**src/verilog/fspc_regs.svh**
```systemverilog
// fspc_regs.svh: constants for the flash self programming controller
// assumes: included by the package and the controller, no process here
`ifndef FSPC_REGS_SVH
`define FSPC_REGS_SVH
`define FSPC_ADDR_W        32
`define FSPC_DATA_W        32
`define FSPC_BLK_W         8
`define FSPC_RAM_BASE      32'h03ff_0000
`define FSPC_NMI_OFS       32'h0000_0000
`define FSPC_MI_OFS        32'h0000_0004
`define FSPC_NMI_VEC       32'h0000_0010
`define FSPC_MI_VEC        32'h0000_0070
`define FSPC_BLK_SHIFT     14
`define FSPC_SWAP_BIT      15
`define FSPC_OP_TIME_NS    1000
`define FSPC_CLK_NS        10
`define FSPC_OP_CYC        (`FSPC_OP_TIME_NS / `FSPC_CLK_NS)
`define FSPC_INFO_RST      32'h0000_0000
`define FSPC_ST_OK         4'h0
`define FSPC_ST_PROTECT    4'h1
`define FSPC_ST_VERIFY     4'h2
`define FSPC_ST_BLANK      4'h3
`define FSPC_ST_BAD_OP     4'h4
`endif

```
**src/verilog/fspc_pkg.sv**
```systemverilog
// fspc_pkg.sv: types for the flash self programming controller
// assumes: fspc_regs.svh on the include path
`include "fspc_regs.svh"
package fspc_pkg;
  typedef enum logic [3:0] {
    FSPC_OP_NONE   = 4'h0,
    FSPC_OP_ENV    = 4'h1,
    FSPC_OP_ERASE  = 4'h2,
    FSPC_OP_WRITE  = 4'h3,
    FSPC_OP_VERIFY = 4'h4,
    FSPC_OP_BLANK  = 4'h5,
    FSPC_OP_MODEPN = 4'h6,
    FSPC_OP_STATUS = 4'h7,
    FSPC_OP_GINFO  = 4'h8,
    FSPC_OP_SINFO  = 4'h9,
    FSPC_OP_SWAP   = 4'ha,
    FSPC_OP_READ   = 4'hb,
    FSPC_OP_END    = 4'hc
  } fspc_op_t;

  typedef enum logic [1:0] {
    FSPC_IDLE = 2'b00,
    FSPC_RUN  = 2'b01,
    FSPC_DONE = 2'b11
  } fspc_state_t;

  typedef struct packed {
    fspc_op_t                   op;
    logic [`FSPC_ADDR_W-1:0]    addr;
    logic [`FSPC_DATA_W-1:0]    wdata;
  } fspc_req_t;

  typedef struct packed {
    logic [3:0]                 status;
    logic [`FSPC_DATA_W-1:0]    rdata;
  } fspc_rsp_t;
endpackage : fspc_pkg

```
**src/verilog/fspc_ctrl.sv**
```systemverilog
// fspc_ctrl.sv: flash self programming controller (sequencer side)
// assumes: flash macro and cpu fetch/vector paths are outside; mode pins
// are synchronous to sys_clk; swap flag retained by nonvolatile cell
`timescale 1ns/10ps
`default_nettype none
`include "fspc_regs.svh"
module fspc_ctrl (
  // clock and reset
  input  wire logic                     sys_clk,
  input  wire logic                     reset,
  input  wire logic                     clk_en,
  // mode pins
  input  wire logic                     flash_mode_pin,
  input  wire logic                     flash_mode_aux_pin,
  // operation request and answer
  input  wire logic                     req_valid,
  input  wire fspc_pkg::fspc_req_t      req,
  output logic                          req_ready,
  output logic                          busy,
  output fspc_pkg::fspc_rsp_t           rsp,
  output logic                          rsp_valid,
  // mode and environment state
  output logic                          self_prog,
  output logic                          prog_mode,
  output logic                          mode_illegal,
  output logic                          env_lock,
  // fetch and vector redirection
  input  wire logic [`FSPC_ADDR_W-1:0]  fetch_addr,
  output logic [`FSPC_ADDR_W-1:0]       phys_addr,
  output logic                          fetch_block,
  input  wire logic                     irq_nmi,
  input  wire logic                     irq_mi,
  output logic [`FSPC_ADDR_W-1:0]       irq_vector,
  // nonvolatile swap cell
  input  wire logic                     swap_nv_in,
  output logic                          swap_nv_wr,
  output logic                          swap_nv_val,
  // flash macro
  output logic                          fl_erase,
  output logic                          fl_write,
  output logic                          fl_verify,
  output logic                          fl_blank,
  output logic [`FSPC_ADDR_W-1:0]       fl_addr,
  output logic [`FSPC_DATA_W-1:0]       fl_wdata,
  input  wire logic [`FSPC_DATA_W-1:0]  fl_rdata,
  input  wire logic                     fl_fail
);
  fspc_pkg::fspc_state_t    state_q;
  fspc_pkg::fspc_op_t       op_q;
  logic [`FSPC_ADDR_W-1:0]  addr_q;
  logic [15:0]              cnt_q;
  logic [3:0]               last_st_q;
  logic [`FSPC_DATA_W-1:0]  info_q;
  logic                     swap_q;
  logic                     strap_q;
  logic                     take;
  logic                     long_op;
  logic [`FSPC_ADDR_W-1:0]  blk_base;

  assign take      = clk_en && req_valid && req_ready;
  assign req_ready = (state_q == fspc_pkg::FSPC_IDLE);
  assign busy      = (state_q != fspc_pkg::FSPC_IDLE);
  assign long_op   = req.op inside {fspc_pkg::FSPC_OP_ERASE,
                     fspc_pkg::FSPC_OP_WRITE, fspc_pkg::FSPC_OP_VERIFY,
                     fspc_pkg::FSPC_OP_BLANK};
  // one block: erase, verify and blank use the block base only
  assign blk_base  = {req.addr[`FSPC_ADDR_W-1:`FSPC_BLK_SHIFT],
                      {`FSPC_BLK_SHIFT{1'b0}}};

  // mode strap caught on the first enabled edge after reset release
  always_ff @(posedge sys_clk) begin
    if (reset) begin
      strap_q      <= 1'b0;
      prog_mode    <= 1'b0;
      mode_illegal <= 1'b0;
      swap_q       <= 1'b0;
    end else if (clk_en && !strap_q) begin
      strap_q      <= 1'b1;
      prog_mode    <= flash_mode_pin && !flash_mode_aux_pin;
      mode_illegal <= flash_mode_pin && flash_mode_aux_pin;
      swap_q       <= swap_nv_in;
    end
  end

  // environment: open from env op to end op
  always_ff @(posedge sys_clk) begin
    if (reset) begin
      self_prog <= 1'b0;
    end else if (take && req.op == fspc_pkg::FSPC_OP_ENV) begin
      self_prog <= 1'b1;
    end else if (take && req.op == fspc_pkg::FSPC_OP_END) begin
      self_prog <= 1'b0;
    end
  end
  // env_lock tells the clock unit: no flash data access, no stop, no halt
  assign env_lock = self_prog;

  // operation sequencer
  always_ff @(posedge sys_clk) begin
    if (reset) begin
      state_q   <= fspc_pkg::FSPC_IDLE;
      op_q      <= fspc_pkg::FSPC_OP_NONE;
      addr_q    <= '0;
      cnt_q     <= '0;
      last_st_q <= `FSPC_ST_OK;
      info_q    <= `FSPC_INFO_RST;
      rsp       <= '0;
      rsp_valid <= 1'b0;
      fl_erase  <= 1'b0;
      fl_write  <= 1'b0;
      fl_verify <= 1'b0;
      fl_blank  <= 1'b0;
      fl_addr   <= '0;
      fl_wdata  <= '0;
      swap_nv_wr  <= 1'b0;
      swap_nv_val <= 1'b0;
    end else if (clk_en) begin
      rsp_valid  <= 1'b0;
      fl_erase   <= 1'b0;
      fl_write   <= 1'b0;
      fl_verify  <= 1'b0;
      fl_blank   <= 1'b0;
      swap_nv_wr <= 1'b0;
      unique case (state_q)
        fspc_pkg::FSPC_IDLE: if (req_valid) begin
          op_q   <= req.op;
          addr_q <= req.addr;
          if (long_op && !self_prog) begin
            last_st_q <= `FSPC_ST_BAD_OP;
            rsp       <= '{status: `FSPC_ST_BAD_OP, rdata: '0};
            rsp_valid <= 1'b1;
          end else if (long_op && req.op != fspc_pkg::FSPC_OP_BLANK
                       && !flash_mode_pin) begin
            // write protect: pin low blocks any modification
            last_st_q <= `FSPC_ST_PROTECT;
            rsp       <= '{status: `FSPC_ST_PROTECT, rdata: '0};
            rsp_valid <= 1'b1;
          end else if (long_op) begin
            fl_erase  <= req.op == fspc_pkg::FSPC_OP_ERASE;
            fl_write  <= req.op == fspc_pkg::FSPC_OP_WRITE;
            fl_verify <= req.op == fspc_pkg::FSPC_OP_VERIFY;
            fl_blank  <= req.op == fspc_pkg::FSPC_OP_BLANK;
            fl_addr   <= (req.op == fspc_pkg::FSPC_OP_WRITE) ?
                         req.addr : blk_base;
            fl_wdata  <= req.wdata;
            cnt_q     <= 16'(`FSPC_OP_CYC);
            state_q   <= fspc_pkg::FSPC_RUN;
          end else begin
            rsp_valid <= 1'b1;
            rsp       <= '{status: last_st_q, rdata: '0};
            unique case (req.op)
              fspc_pkg::FSPC_OP_READ:
                rsp.rdata <= fl_rdata;
              fspc_pkg::FSPC_OP_GINFO:
                rsp.rdata <= info_q;
              fspc_pkg::FSPC_OP_SINFO:
                if (flash_mode_pin) info_q <= req.wdata;
              fspc_pkg::FSPC_OP_SWAP:
                if (flash_mode_pin) begin
                  swap_nv_wr  <= 1'b1;
                  swap_nv_val <= !swap_q;
                end
              fspc_pkg::FSPC_OP_MODEPN:
                rsp.rdata <= {31'h0000_0000, flash_mode_pin};
              fspc_pkg::FSPC_OP_STATUS:
                rsp.status <= last_st_q;
              default: ;
            endcase
          end
        end
        fspc_pkg::FSPC_RUN: begin
          if (cnt_q <= 16'h0001) state_q <= fspc_pkg::FSPC_DONE;
          cnt_q <= cnt_q - 16'h0001;
        end
        fspc_pkg::FSPC_DONE: begin
          last_st_q <= !fl_fail ? `FSPC_ST_OK :
                       (op_q == fspc_pkg::FSPC_OP_BLANK) ? `FSPC_ST_BLANK
                       : `FSPC_ST_VERIFY;
          rsp       <= '{status: fl_fail ? `FSPC_ST_VERIFY : `FSPC_ST_OK,
                         rdata: '0};
          rsp_valid <= 1'b1;
          state_q   <= fspc_pkg::FSPC_IDLE;
        end
        default: state_q <= fspc_pkg::FSPC_IDLE;
      endcase
    end
  end

  // address map swap of blocks 0-1 with 2-3, active from reset
  always_comb begin
    phys_addr = fetch_addr;
    if (swap_q && fetch_addr[`FSPC_ADDR_W-1:`FSPC_SWAP_BIT+1] == '0)
      phys_addr[`FSPC_SWAP_BIT] = !fetch_addr[`FSPC_SWAP_BIT];
  end
  assign fetch_block = self_prog;

  // vectors: RAM trampolines while flash is unreadable
  always_comb begin
    irq_vector = `FSPC_MI_VEC;
    if (self_prog) begin
      irq_vector = irq_nmi ? `FSPC_RAM_BASE + `FSPC_NMI_OFS
                           : `FSPC_RAM_BASE + `FSPC_MI_OFS;
    end else if (irq_nmi) begin
      irq_vector = `FSPC_NMI_VEC;
    end
  end

  nmi_vec_a: assert property (@(posedge sys_clk) disable iff (reset)
    self_prog && irq_nmi |-> irq_vector == `FSPC_RAM_BASE)
    else $error("nmi not sent to ram start");
  mi_vec_a: assert property (@(posedge sys_clk) disable iff (reset)
    self_prog && irq_mi && !irq_nmi |->
    irq_vector == `FSPC_RAM_BASE + 32'h0000_0004)
    else $error("maskable irq not sent to ram plus 4");
  fetch_blocked_a: assert property (@(posedge sys_clk) disable iff (reset)
    take && req.op == fspc_pkg::FSPC_OP_ENV |=> fetch_block)
    else $error("fetch allowed in self programming");
  protect_a: assert property (@(posedge sys_clk) disable iff (reset)
    (fl_erase || fl_write || fl_verify) |-> $past(flash_mode_pin))
    else $error("modify with mode pin low");
  busy_refuse_a: assert property (@(posedge sys_clk) disable iff (reset)
    busy |=> $stable(op_q) && $stable(addr_q))
    else $error("operation replaced while busy");
  op_done_a: assert property (@(posedge sys_clk) disable iff (reset)
    clk_en && fl_erase ##1 clk_en[*2] |-> busy)
    else $error("erase finished too soon");
  swap_map_a: assert property (@(posedge sys_clk) disable iff (reset)
    swap_q && fetch_addr == 32'h0000_0000 |->
    phys_addr == 32'h0000_8000)
    else $error("swap map wrong");
  status_a: assert property (@(posedge sys_clk) disable iff (reset)
    take && req.op == fspc_pkg::FSPC_OP_STATUS |=>
    rsp_valid && rsp.status == $past(last_st_q))
    else $error("status answer wrong");
  strap_a: assert property (@(posedge sys_clk) disable iff (reset)
    prog_mode |-> !mode_illegal)
    else $error("mode decode overlap");

  erase_c: cover property (@(posedge sys_clk) fl_erase ##[1:200] rsp_valid);
  swap_c:  cover property (@(posedge sys_clk) swap_nv_wr);
  nmi_c:   cover property (@(posedge sys_clk) self_prog && irq_nmi);
  prot_c:  cover property (@(posedge sys_clk)
    rsp_valid && rsp.status == `FSPC_ST_PROTECT);
endmodule : fspc_ctrl
`default_nettype wire

```
**config.mk**
```make
export PLATFORM = sky130hd
export DESIGN_NAME = fspc_ctrl
export DESIGN_NICKNAME = d
export VERILOG_FILES = /design/src/verilog/fspc_pkg.sv /design/src/verilog/fspc_ctrl.sv
export VERILOG_INCLUDE_DIRS = /design/src /design/src/verilog
export SDC_FILE = /design/constraint.sdc
export NUM_CORES = 1
export LEC_CHECK = 0
export ABC_AREA = 1
export BUFFER_PORTS_ARGS = -buffer_cell sky130_fd_sc_hd__buf_2
export CORE_UTILIZATION = 44
export CTS_CLUSTER_DIAMETER = 80
export CTS_CLUSTER_SIZE = 8
export DETAILED_ROUTE_END_ITERATION = 6
export GPL_TIMING_DRIVEN = 0
export PLACE_DENSITY = 0.86
export SETUP_SLACK_MARGIN = 0.5
export SLEW_MARGIN = 20
export SYNTH_ARGS = -nofsm -noshare
export SYNTH_HDL_FRONTEND = slang
export SYNTH_SLANG_ARGS = --single-unit
```
**constraint.sdc**
```tcl
create_clock -name sys_clk -period 1.8 [get_ports sys_clk]
set_clock_uncertainty 0.1 [all_clocks]
set_input_delay 0.27 -clock sys_clk [delete_from_list [all_inputs] [get_ports sys_clk]]
set_output_delay 0.27 -clock sys_clk [all_outputs]
set_load 0.1 [all_outputs]
```
# Yosys cells after proc, flatten, opt, wreduce, memory -nomap -nowiden
# Index checks and enable logic that the tools add are counted.
# totals
out_inout_bits	178
input_bits	142
word_cells	143
reg_bits	170
# op_classes
add_sub_neg	1
reduce_logical	32
n_eq_ne	22
mux	63
n_lt_le_gt_ge	1
bitwise_logic	3
# op_table
cell	count
$mux W36	4
$pmux W32 S3	1
$pmux W36 S2	1
$mux W16	4
$mux W1	35
$pmux W16 S2	1
$mux W26	1
$eq A4 B4 Y1 const B	5
$reduce_and A6 Y1	3
$eq A4 B3 Y1 const B	4
$le A16 B1 Y1 const B	1
$logic_not A16 Y1	1
$reduce_and A8 Y1	2
$sub A16 B1 Y16 const B	1
$mux W14	1
$mux W2	7
$mux W4	3
$logic_and A1 B1 Y1	11
$eq A4 B2 Y1 const B	2
$ne A2 B2 Y1 const B	4
$pmux W4 S2	1
$reduce_and A4 Y1	2
$reduce_bool A2 Y1	4
$mux W7	1
15 further kinds	22

# Logic depth before layout (Yosys ltp)
# Gate-level depths: netlist (run 1).
# depth
depth_word	8
mapped_depth	12
mapped_depth_nobuf	12

# Least setup slack after synthesis (run 1)
# Ideal clock, no wire load.
# synth_path
path_type	register -> output
start	register self_prog, in the netlist env_lock
end	output irq_vector[2]
n_path_buf	0
path_stages_with_launch	3
required_time_ns	1.430
slack_ns	-2.101
t_arrival_ns	3.531
path_cell_list	dfxtp_1 > inv_1 > nor2_1
# synth_between
elab_chain_len	1
# synth_rtl
item	line_no	source
start: declaration	fspc_ctrl.sv:23	output logic self_prog,
start signal: assignment	fspc_ctrl.sv:88	self_prog <= 1'b0;
start signal: assignment	fspc_ctrl.sv:90	self_prog <= 1'b1;
start signal: assignment	fspc_ctrl.sv:92	self_prog <= 1'b0;
$mux W26	fspc_ctrl.sv:200	if (self_prog) begin
end: declaration	fspc_ctrl.sv:33	output logic [`FSPC_ADDR_W-1:0] irq_vector,
# No other way between the ends.

# Worst setup path in the final report (run 1)
# layout_path
start	register state_q[0]
end	register info_q[3]
# layout_between
elab_chain_len	2
# layout_rtl
item	line_no	source
start: declaration	fspc_ctrl.sv:48	fspc_pkg::fspc_state_t state_q;
start signal: assignment	fspc_ctrl.sv:101	state_q <= fspc_pkg::FSPC_IDLE;
start signal: assignment	fspc_ctrl.sv:147	state_q <= fspc_pkg::FSPC_RUN;
start signal: assignment	fspc_ctrl.sv:172	if (cnt_q <= 16'h0001) state_q <= fspc_pkg::FSPC_DONE;
$logic_not A2 Y1	fspc_ctrl.sv:124	unique case (state_q)
$reduce_and A8 Y1 (no line)	-	
end signal: assignment	fspc_ctrl.sv:106	info_q <= `FSPC_INFO_RST;
end signal: assignment	fspc_ctrl.sv:157	if (flash_mode_pin) info_q <= req.wdata;
end: declaration	fspc_ctrl.sv:53	logic [`FSPC_DATA_W-1:0] info_q;
# No other way between the ends.
# A chain may end at the register's enable or synchronous reset.

==> results of run 1 <==
[worst max path at each step]
stage                                 start                 endpoint  cells past startpoint
finish              state_q[0]$_SDFFE_PP0P_   info_q[3]$_SDFFE_PP0P_                      7
global route        state_q[0]$_SDFFE_PP0P_   info_q[3]$_SDFFE_PP0P_                      7
CTS                 state_q[1]$_SDFFE_PP0P_  info_q[21]$_SDFFE_PP0P_                      8
detailed placement                   clk_en  info_q[26]$_SDFFE_PP0P_                      7
global placement                     clk_en  info_q[25]$_SDFFE_PP0P_                      7
floorplan             env_lock$_SDFFE_PP0P_            irq_vector[2]                      2
[cell usage after synthesis]
cell	n	area, um^2
clkbuf_1	38	143
o21ai_0	125	626
nor3b_1	2	15.0
clkinv_1	3	11.3
a21oi_1	90	450
nand3_1	37	185
nand3_2	1	10.0
nand2_2	2	12.5
ha_1	5	62.6
nor3_1	2	10.0
buf_4	68	510
inv_2	6	22.5
nand3b_1	1	7.51
nand4_1	7	43.8
nor3_2	1	10.0
inv_1	70	263
xnor2_1	2	17.5
buf_2	13	65.1
dfxtp_1	168	3360
nand2_1	228	856
nor2_2	4	25.0
nor2_1	218	818
nor4_1	4	25.0
o21ai_1	12	60.1
o211ai_1	1	7.51
o211a_1	1	10.0
or2_2	3	18.8
o31ai_1	1	7.51
conb_1	1	3.75
[where the power goes]
group | switching, mW | leakage (nW) | total, mW | internal, mW
Sequential | 0.0599 | 1.39 | 3.84 | 3.78
Combinational | 1.48 | 4.32 | 2.07 | 0.594
Clock | 1.69 | 0.291 | 3.80 | 2.10
Total | 3.23 | 6.00 | 9.71 | 6.47
[routing by layer]
| metal | track usage [%] | vias to the layer above | part of all wire, % |
|---|---|---|---|
| li1 | - | 4306 | - |
| met1 | 34.2 | 4530 | 34 |
| met2 | 52.3 | 759 | 49 |
| met3 | 7.67 | 206 | 9.7 |
| met4 | 17.7 | 0 | 7.0 |
| met5 | 0 | - | 0 |
[tightest hold or removal path, cell delays in order]
cell and delay [ns]:
buf_2 0.10, nand3_1 0.07, a21oi_1 0.05
[sequential cells by signal, indices dropped and copies added, names as in the netlist, 2 cells and up]
name / flops
fl_wdata: 32
last_st_q: 3
rsp: 35
op_q: 4
fl_addr: 32
state_q: 2
info_q: 32
cnt_q: 16
[metrics by stage]
stage          total power [mW]  area [um^2]  setup TNS [ns]  worst slack (ns)
2_1_floorplan              5.20         8070          -13.80            -0.456
3_3_place_gp               5.57         9760          -14.20            -0.257
3_5_place_dp               5.58         9760          -18.31            -0.313
4_1_cts                    9.36        11500               0            0.0525
5_1_grt                    9.93        13300           -4.04            -0.291
6_report                   9.71        13300           -2.49            -0.320
[cell families after synthesis]
family | after synthesis
AND/OR/NAND/NOR | 510
AO/OA/AOI/OAI | 230
buffers and inverters | 198
flip-flops | 168
adder cells (fa/ha/maj) | 5
XOR/XNOR | 2
other | 1
[cell type report]
class	count	area, um^2
buffer	119	1070
clock inverter	12	126
timing repair buffer	378	3380
tap	220	275
fill	989	3490
clock buffer	20	478
sequential	168	3460
inverter	79	349
multi-input combinational	766	4190
[what timing repair did]
action,4_1_cts,5_1_grt
setup buffers,21,24
hold buffers,40,0
pin swaps,19,44
gates cloned,5,5
resized for setup,135,485
hold endpoints to repair,40,0
setup endpoints to repair,292,295
==> reports/results.ini, run 1 <==
[critical_path]
worstPathCellList = inv_2 > ha_4 > nand2_2 > nor3_4 > nand3_4 > clkbuf_4 > a21oi_1
critPathLaunchType = register
crit_fanout = 10
reg2reg_to = info_q[3]$_SDFFE_PP0P_
path_delay_family = simple AND/OR/NAND/NOR gates
cp_data_arrival_time_ns = 2.32
path_buf_inv = 2
rrSetupSlack_ns = -0.32
cp_slowest_cell = a21oi_1
setup.worst_path.end_class = register
required_ns = 2.00
r2r-start = state_q[0]$_SDFFE_PP0P_
crit_path_max_incr_delay_ns = 0.41
path_class = register to register
reg2reg_depth = 7

[power]
p_per_area_nw_per_um2 = 728
vdd_drop_max_uv = 732
p_leak_nw = 6.00

[synthesis]
synthAdderAreaFrac_pct = 0.817
ys_types = 29
yosys.area_share.simple_pct = 26.6
yosysWarnings = 0
ys_seq_elements = 168
synth-compound-area-share_pct = 15.2
synth_top_family_by_area = simple AND/OR/NAND/NOR gates
yosysSeqAreaShare_pct = 43.9
synth.area.mux_share_pct = 0
netlist_area_um2 = 7660
postSynthCellCount = 1114
avgSynthCellArea_um2 = 6.88
synth_xor_area_share_pct = 0.229

[cts]
clock_latency_ns = 0.44
clkTransAtPathRegs_ns = 0.07
clk_path_buf_depth = 2
tritoncts = done
cts_buffers = 17
cts_sinks = 168
h-tree-depth = 4
clock-root-buffer = clkbuf_16

[route]
drt-total-wl_mm = 35.1
wl_per_cell_um = 19.9
vias = 9801
drtIter0Drc = 1040
vias_per_cell = 5.56
drc = 0
antenna_left = 0
dr.pass1.iters = 5

[global_routing]
grt_max_degree = 17
grt_pass1_wl_mm = 42.9
grt_overflow = 0
antenna_found_initial = 0
grt_pass1_vias = 8570
grt_usage_pct = 30.5

[place]
hpwl_mm = 18.4
io_buffer_count = 283
dp_cells = 1635
routabilityCongestion = 0.910

[die]
die_x_um = 134
die_h_um = 134
start_util_pct = 45.5
rows = 47
die-area_um2 = 17900
coreArea_um2 = 16800
io_pins = 320

[timing]
max_freq_ghz = 0.472
hold_slack_ns = -0.00943
rsz0062_at_grt = true
hold_violations = 3
timing.final.max_slew_violations = 0
worstMarginPinSlew_ns = 0.729
setup_ws_ns = -0.320
slew_headroom_pct = 51.4
fin_crit_ns = 2.12
setup_viol = 39
post-route-period-util_pct = 118

[job]
max-cap-violations = 0

[cells_and_area]
fin_cells = 1762
diodes = 0
nets = 1676
area_delta_synth_final_pct = 73.9
final_common_cell = buf_2
fin_util_pct = 79.2
drive_gt1_share_pct = 45.2
most-common-layout-cells = buf_2, nand2_1, nor2_1

[min_path]
hold_depth = 3
hold_path_class = input pin to register
hold_end = fl_addr[9]$_SDFFE_PP0P_
hp-start = req[41]

[status]
outcome = finished with violations
violations = negative hold slack, negative setup slack

(Power assumes the default switching activity.)
==> inputs of run 2 (changes only) <==
--- a/config.mk
+++ b/config.mk
@@ -8,6 +8,7 @@
 export LEC_CHECK = 0
 export ABC_AREA = 1
 export BUFFER_PORTS_ARGS = -buffer_cell sky130_fd_sc_hd__buf_2
+export CORE_MARGIN = 4
 export CORE_UTILIZATION = 44
 export CTS_CLUSTER_DIAMETER = 80
 export CTS_CLUSTER_SIZE = 8
==> constraint.sdc (replaced) <==
create_clock -name sys_clk -period 1.8 [get_ports sys_clk]
set_clock_uncertainty 0.1 [all_clocks]
set_input_delay 0.27 -clock sys_clk [delete_from_list [all_inputs] [get_ports sys_clk]]
set_output_delay 0.27 -clock sys_clk [all_outputs]
set_load 0.02 [all_outputs]
==> run 2 against run 1 <==
  * The flow still finishes with violations (negative hold slack, negative setup slack)
  * Total power shrank 4.6%
  * Combinational power decreased by 30%
  * Sequential cell count unchanged
  * Maximum frequency fell by 3.5%
  * Count of clock-buffer cells in the layout up 3
  * Worst setup slack lost 0.077 ns
  * Routed wire length grew 8.4%
  * Final cell count is 2.0% higher
==> reports/results.ini, run 2 (synthesis results as in run 1) <==
[status]
outcome = finished with violations
violations = negative hold slack, negative setup slack

[route]
dr.pass1.iters = 7
antenna_left = 0
wl_per_cell_um = 21.1
drc = 0
vias_per_cell = 5.86
drtIter0Drc = 1284
drt-total-wl_mm = 38.0
vias = 10500

[global_routing]
grt_overflow = 0
antenna_found_initial = 1
grt_max_degree = 17
grt_pass1_wl_mm = 43.9
grt_usage_pct = 27.4
grt_pass1_vias = 8754

[min_path]
hold_path_class = input pin to register

[die]
rows = 47
die_x_um = 140
start_util_pct = 45.5
die-area_um2 = 19600
io_pins = 320
coreArea_um2 = 16800
die_h_um = 140

[cts]
tritoncts = done
cts_buffers = 17
clock-root-buffer = clkbuf_16
h-tree-depth = 4
cts_sinks = 168
clk_path_buf_depth = 2
clock_latency_ns = 0.44
clkTransAtPathRegs_ns = 0.07

[timing]
setup_ws_ns = -0.397
hold_violations = 1
hold_slack_ns = -0.00526
setup_viol = 76
max_freq_ghz = 0.455
fin_crit_ns = 2.20
worstMarginPinSlew_ns = 0.974
rsz0062_at_grt = true
slew_headroom_pct = 34.4
post-route-period-util_pct = 122
timing.final.max_slew_violations = 0

[critical_path]
path_class = input pin to register
crit_fanout = 10
path_buf_inv = 3
cp_data_arrival_time_ns = 2.48
setup.worst_path.end_class = register
crit_path_max_incr_delay_ns = 0.85
worstPathCellList = buf_2 > inv_1 > nor2_4 > nand2_1 > clkbuf_1 > o21ai_0 > a21oi_4 > nor2_1
path_delay_family = compound AO/OA/AOI/OAI gates
cp_slowest_cell = o21ai_0
required_ns = 2.08
critPathLaunchType = input pin

[power]
vdd_drop_max_uv = 772
p_leak_nw = 6.20
p_per_area_nw_per_um2 = 680

[place]
hpwl_mm = 19.4
place_area_um2 = 9660
dp_cells = 1635
io_buffer_count = 283
routabilityCongestion = 0.949

[cells_and_area]
multiInputGateArea_um2 = 4630
most-common-layout-cells = buf_2, nand2_1, nor2_1
fillers = 849
final_common_cell = buf_2
area_delta_synth_final_pct = 77.6
largest_register_ffs = 35
fin_util_pct = 80.9
nets = 1710
post-route-cell-area_um2 = 13600
regArea_um2 = 3440
drive_gt1_share_pct = 53.0
fin_cells = 1797
regMostFlops = rsp

[job]
max-cap-violations = 0

run 2: what timing repair did:
item	in CTS	in global routing
pin swaps	30	111
resized for setup	140	566
buffers inserted	30	40
setup endpoints to repair	268	294
hold buffers	36	6
hold endpoints to repair	36	6
cloned	9	8
run 2: layout make-up:
class | instances | area share (%)
Antenna cell | 1 | 0.0184
Buffer | 119 | 7.77
Clock buffer | 23 | 3.59
Clock inverter | 9 | 1.01
Inverter | 79 | 2.52
Multi-Input combinational cell | 767 | 34.1
Sequential cell | 168 | 25.3
Tap cell | 220 | 2.02
Timing Repair Buffer | 410 | 23.6
Timing Repair inverter | 1 | 0.0828
run 2: per-stage QoR:
step	worst slack, ns	power, mW	setup TNS [ns]
5_1_grt	-0.455	9.43	-6.19
2_1_floorplan	0.211	4.45	0
3_5_place_dp	-0.361	4.83	-18.20
3_3_place_gp	-0.289	4.81	-12.94
4_1_cts	0.0666	8.80	0
6_report	-0.397	9.26	-2.51
run 2: worst paths after layout:
path,start,end,slack [ns],cells after the start
max,req[67],rsp[9]$_SDFFE_PP0P_,-0.40,8
max reg2reg,state_q[1]$_SDFFE_PP0P_,info_q[1]$_SDFFE_PP0P_,-0.10,8
min,req[36],fl_addr[4]$_SDFFE_PP0P_,-0.005,3
min reg2reg,swap_nv_val$_SDFFE_PP0P_,swap_nv_val$_SDFFE_PP0P_,0.35,2
run 2: power by group:
part	switching (mW)	total (mW)	internal [mW]
clock network	1.62	3.96	2.35
registers	0.0542	3.85	3.79
logic	0.812	1.45	0.633
run 2: layer usage:
metal | global-route usage (%) | share of wire [%] | up-vias | wire [um]
li1 | - | - | 4397 | -
met1 | 31.9 | 33 | 4823 | 12400
met2 | 48.2 | 47 | 974 | 18000
met3 | 6.20 | 12 | 330 | 4430
met4 | 11.8 | 8.3 | 0 | 3140
met5 | 0 | 0 | - | 0
run 2: tightest hold or removal path: cells and delay by family:
kind / cells / cell delay, ns
AO/OA/AOI/OAI: 1 / 0.05
buffers and inverters: 1 / 0.10
AND/OR/NAND/NOR: 1 / 0.07
==> inputs of run 3 (changes only) <==
--- a/config.mk
+++ b/config.mk
@@ -15,6 +15,7 @@
 export DETAILED_ROUTE_END_ITERATION = 6
 export GPL_TIMING_DRIVEN = 0
 export PLACE_DENSITY = 0.86
+export REMOVE_ABC_BUFFERS = 1
 export SETUP_SLACK_MARGIN = 0.5
 export SLEW_MARGIN = 20
 export SYNTH_ARGS = -nofsm -noshare
==> run 3 against run 2 <==
  * The run ends with negative setup slack left
  * Routed wire length decreased by 5.6%
  * Core utilization decreased by 5.2 points
  * Sequential cell count unchanged
  * Non-clock buffer count is 121 lower
  * Design area decreased by 6.4%
  * Critical path depth up 3
  * Maximum frequency rose by 6.4%
  * Global-route usage increased by 0.79 points
  * Register-to-register slack lost 0.16 ns
  * Final cell count fell by 5.8%
  * Clock power down 2%
  * Combinational power down 13%
  * Highest routed layer unchanged
==> reports/results.ini, run 3 (synthesis results as in run 1) <==
[route]
antenna_left = 0
wl_per_cell_um = 21.2
drtIter0Drc = 1015
drc = 0
drt-total-wl_mm = 35.9
vias_per_cell = 5.77
dr.pass1.iters = 6
vias = 9757

[critical_path]
worstPathCellList = inv_2 > ha_4 > inv_6 > nor2_4 > inv_2 > nor2_4 > buf_12 > buf_16 > buf_8 > o21ai_2 > nor2_1
crit_fanout = 5
cp_data_arrival_time_ns = 2.32
critPathLaunchType = register
setup.worst_path.end_class = register
path_delay_family = buffers and inverters
cp_slowest_cell = dfxtp_2
crit_path_max_incr_delay_ns = 0.34
path_class = register to register
required_ns = 2.05
path_buf_inv = 6

[die]
coreArea_um2 = 16800
die_h_um = 140
io_pins = 320
start_util_pct = 45.5
die-area_um2 = 19600
die_x_um = 140
rows = 47

[global_routing]
grt_max_degree = 74
grt_overflow = 0
grt_usage_pct = 28.1
grt_pass1_vias = 8474
grt_pass1_wl_mm = 44.3
antenna_found_initial = 2

[timing]
tns_ns = -12.51
worstMarginPinSlew_ns = 0.715
slew_headroom_pct = 52.3
hold_violations = 0
setup_ws_ns = -0.265
rsz0062_at_grt = true
fin_crit_ns = 2.06
post-route-period-util_pct = 115
max_freq_ghz = 0.484
timing.final.max_slew_violations = 0
setup_viol = 128

[cts]
h-tree-depth = 4
clkTransAtPathRegs_ns = 0.07
tritoncts = done
cts_buffers = 17
clk_path_buf_depth = 2
clock-root-buffer = clkbuf_16
cts_sinks = 168
clock_latency_ns = 0.44

[cells_and_area]
final_common_cell = buf_2
area_delta_synth_final_pct = 66.2
most-common-layout-cells = buf_2, nand2_1, nor2_1
nets = 1604
drive_gt1_share_pct = 45.9
regMostFlops = rsp
largest_register_ffs = 35

[power]
vdd_drop_max_uv = 700
p_per_area_nw_per_um2 = 707
p_leak_nw = 5.61

[place]
hpwl_mm = 15.1
pre_cts_slack_ns = -1.20
io_buffer_count = 269
routabilityCongestion = 0.878

[status]
violations = negative setup slack
outcome = finished with violations

[min_path]
hold_path_class = input pin to register

[job]
max-cap-violations = 0

==> run 3: what timing repair did <==
item / in CTS / in global routing
gates resized for setup: 141 / 460
cloned: 18 / 6
endpoints found under the setup margin: 282 / 292
pin swaps: 28 / 72
hold buffers: 56 / 0
buffers inserted: 31 / 41
hold endpoints to repair: 56 / 0
==> run 3: worst min-delay path, cell delays in order <==
cell,delay [ns]
buf_2,0.09
nand3_1,0.07
a21oi_1,0.06
==> run 3: where the power goes <==
group          switching (mW)  internal [mW]
registers              0.0511           3.79
clock network            1.75           2.15
logic                   0.743          0.514
==> run 3: final cells by class <==
type / count / area [um^2]
timing repair buffer: 408 / 3440
fill: 959 / 4090
multi-input combinational: 773 / 4420
clock inverter: 14 / 179
antenna: 2 / 5.00
tap: 220 / 275
timing repair inverter: 10 / 143
sequential: 168 / 3440
inverter: 79 / 380
clock buffer: 18 / 439
==> run 3: layer usage <==
| layer | routed length (um) | share of wire, % | global-route usage, % | vias up |
|---|---|---|---|---|
| met5 | 0 | 0 | 0 | - |
| met4 | 3050 | 8.5 | 16.0 | 0 |
| met3 | 3740 | 10 | 6.54 | 253 |
| met2 | 17300 | 48 | 48.1 | 835 |
| met1 | 11800 | 33 | 32.3 | 4486 |
| li1 | - | - | - | 4183 |
==> run 3: path summary, 6_finish.rpt <==
kind         slack, ns               startpoint  cells after the start                   endpoint
max              -0.26  state_q[0]$_SDFFE_PP0P_                     11  fl_wdata[23]$_SDFFE_PP0P_
min               0.01                  req[41]                      3    fl_addr[9]$_SDFFE_PP0P_
max reg2reg      -0.26  state_q[0]$_SDFFE_PP0P_                     11  fl_wdata[23]$_SDFFE_PP0P_
min reg2reg       0.35  info_q[22]$_SDFFE_PP0P_                      2    info_q[22]$_SDFFE_PP0P_
==> run 3: per-stage QoR <==
stage / util [%] / cells / power [mW] / hold WS [ns] / area [um^2]
3_5_place_dp: 52.1 / 1506 / 4.64 / 0.338 / 8760
6_report: 75.7 / 1692 / 9.00 / 0.0102 / 12700
2_1_floorplan: - / 1013 / 4.26 / 0.239 / 7010
4_1_cts: 65.1 / 1643 / 8.70 / 0.000741 / 10900
3_3_place_gp: 51.3 / 1502 / 4.62 / 0.333 / 8630
5_1_grt: 75.7 / 1692 / 9.21 / 0.0217 / 12700
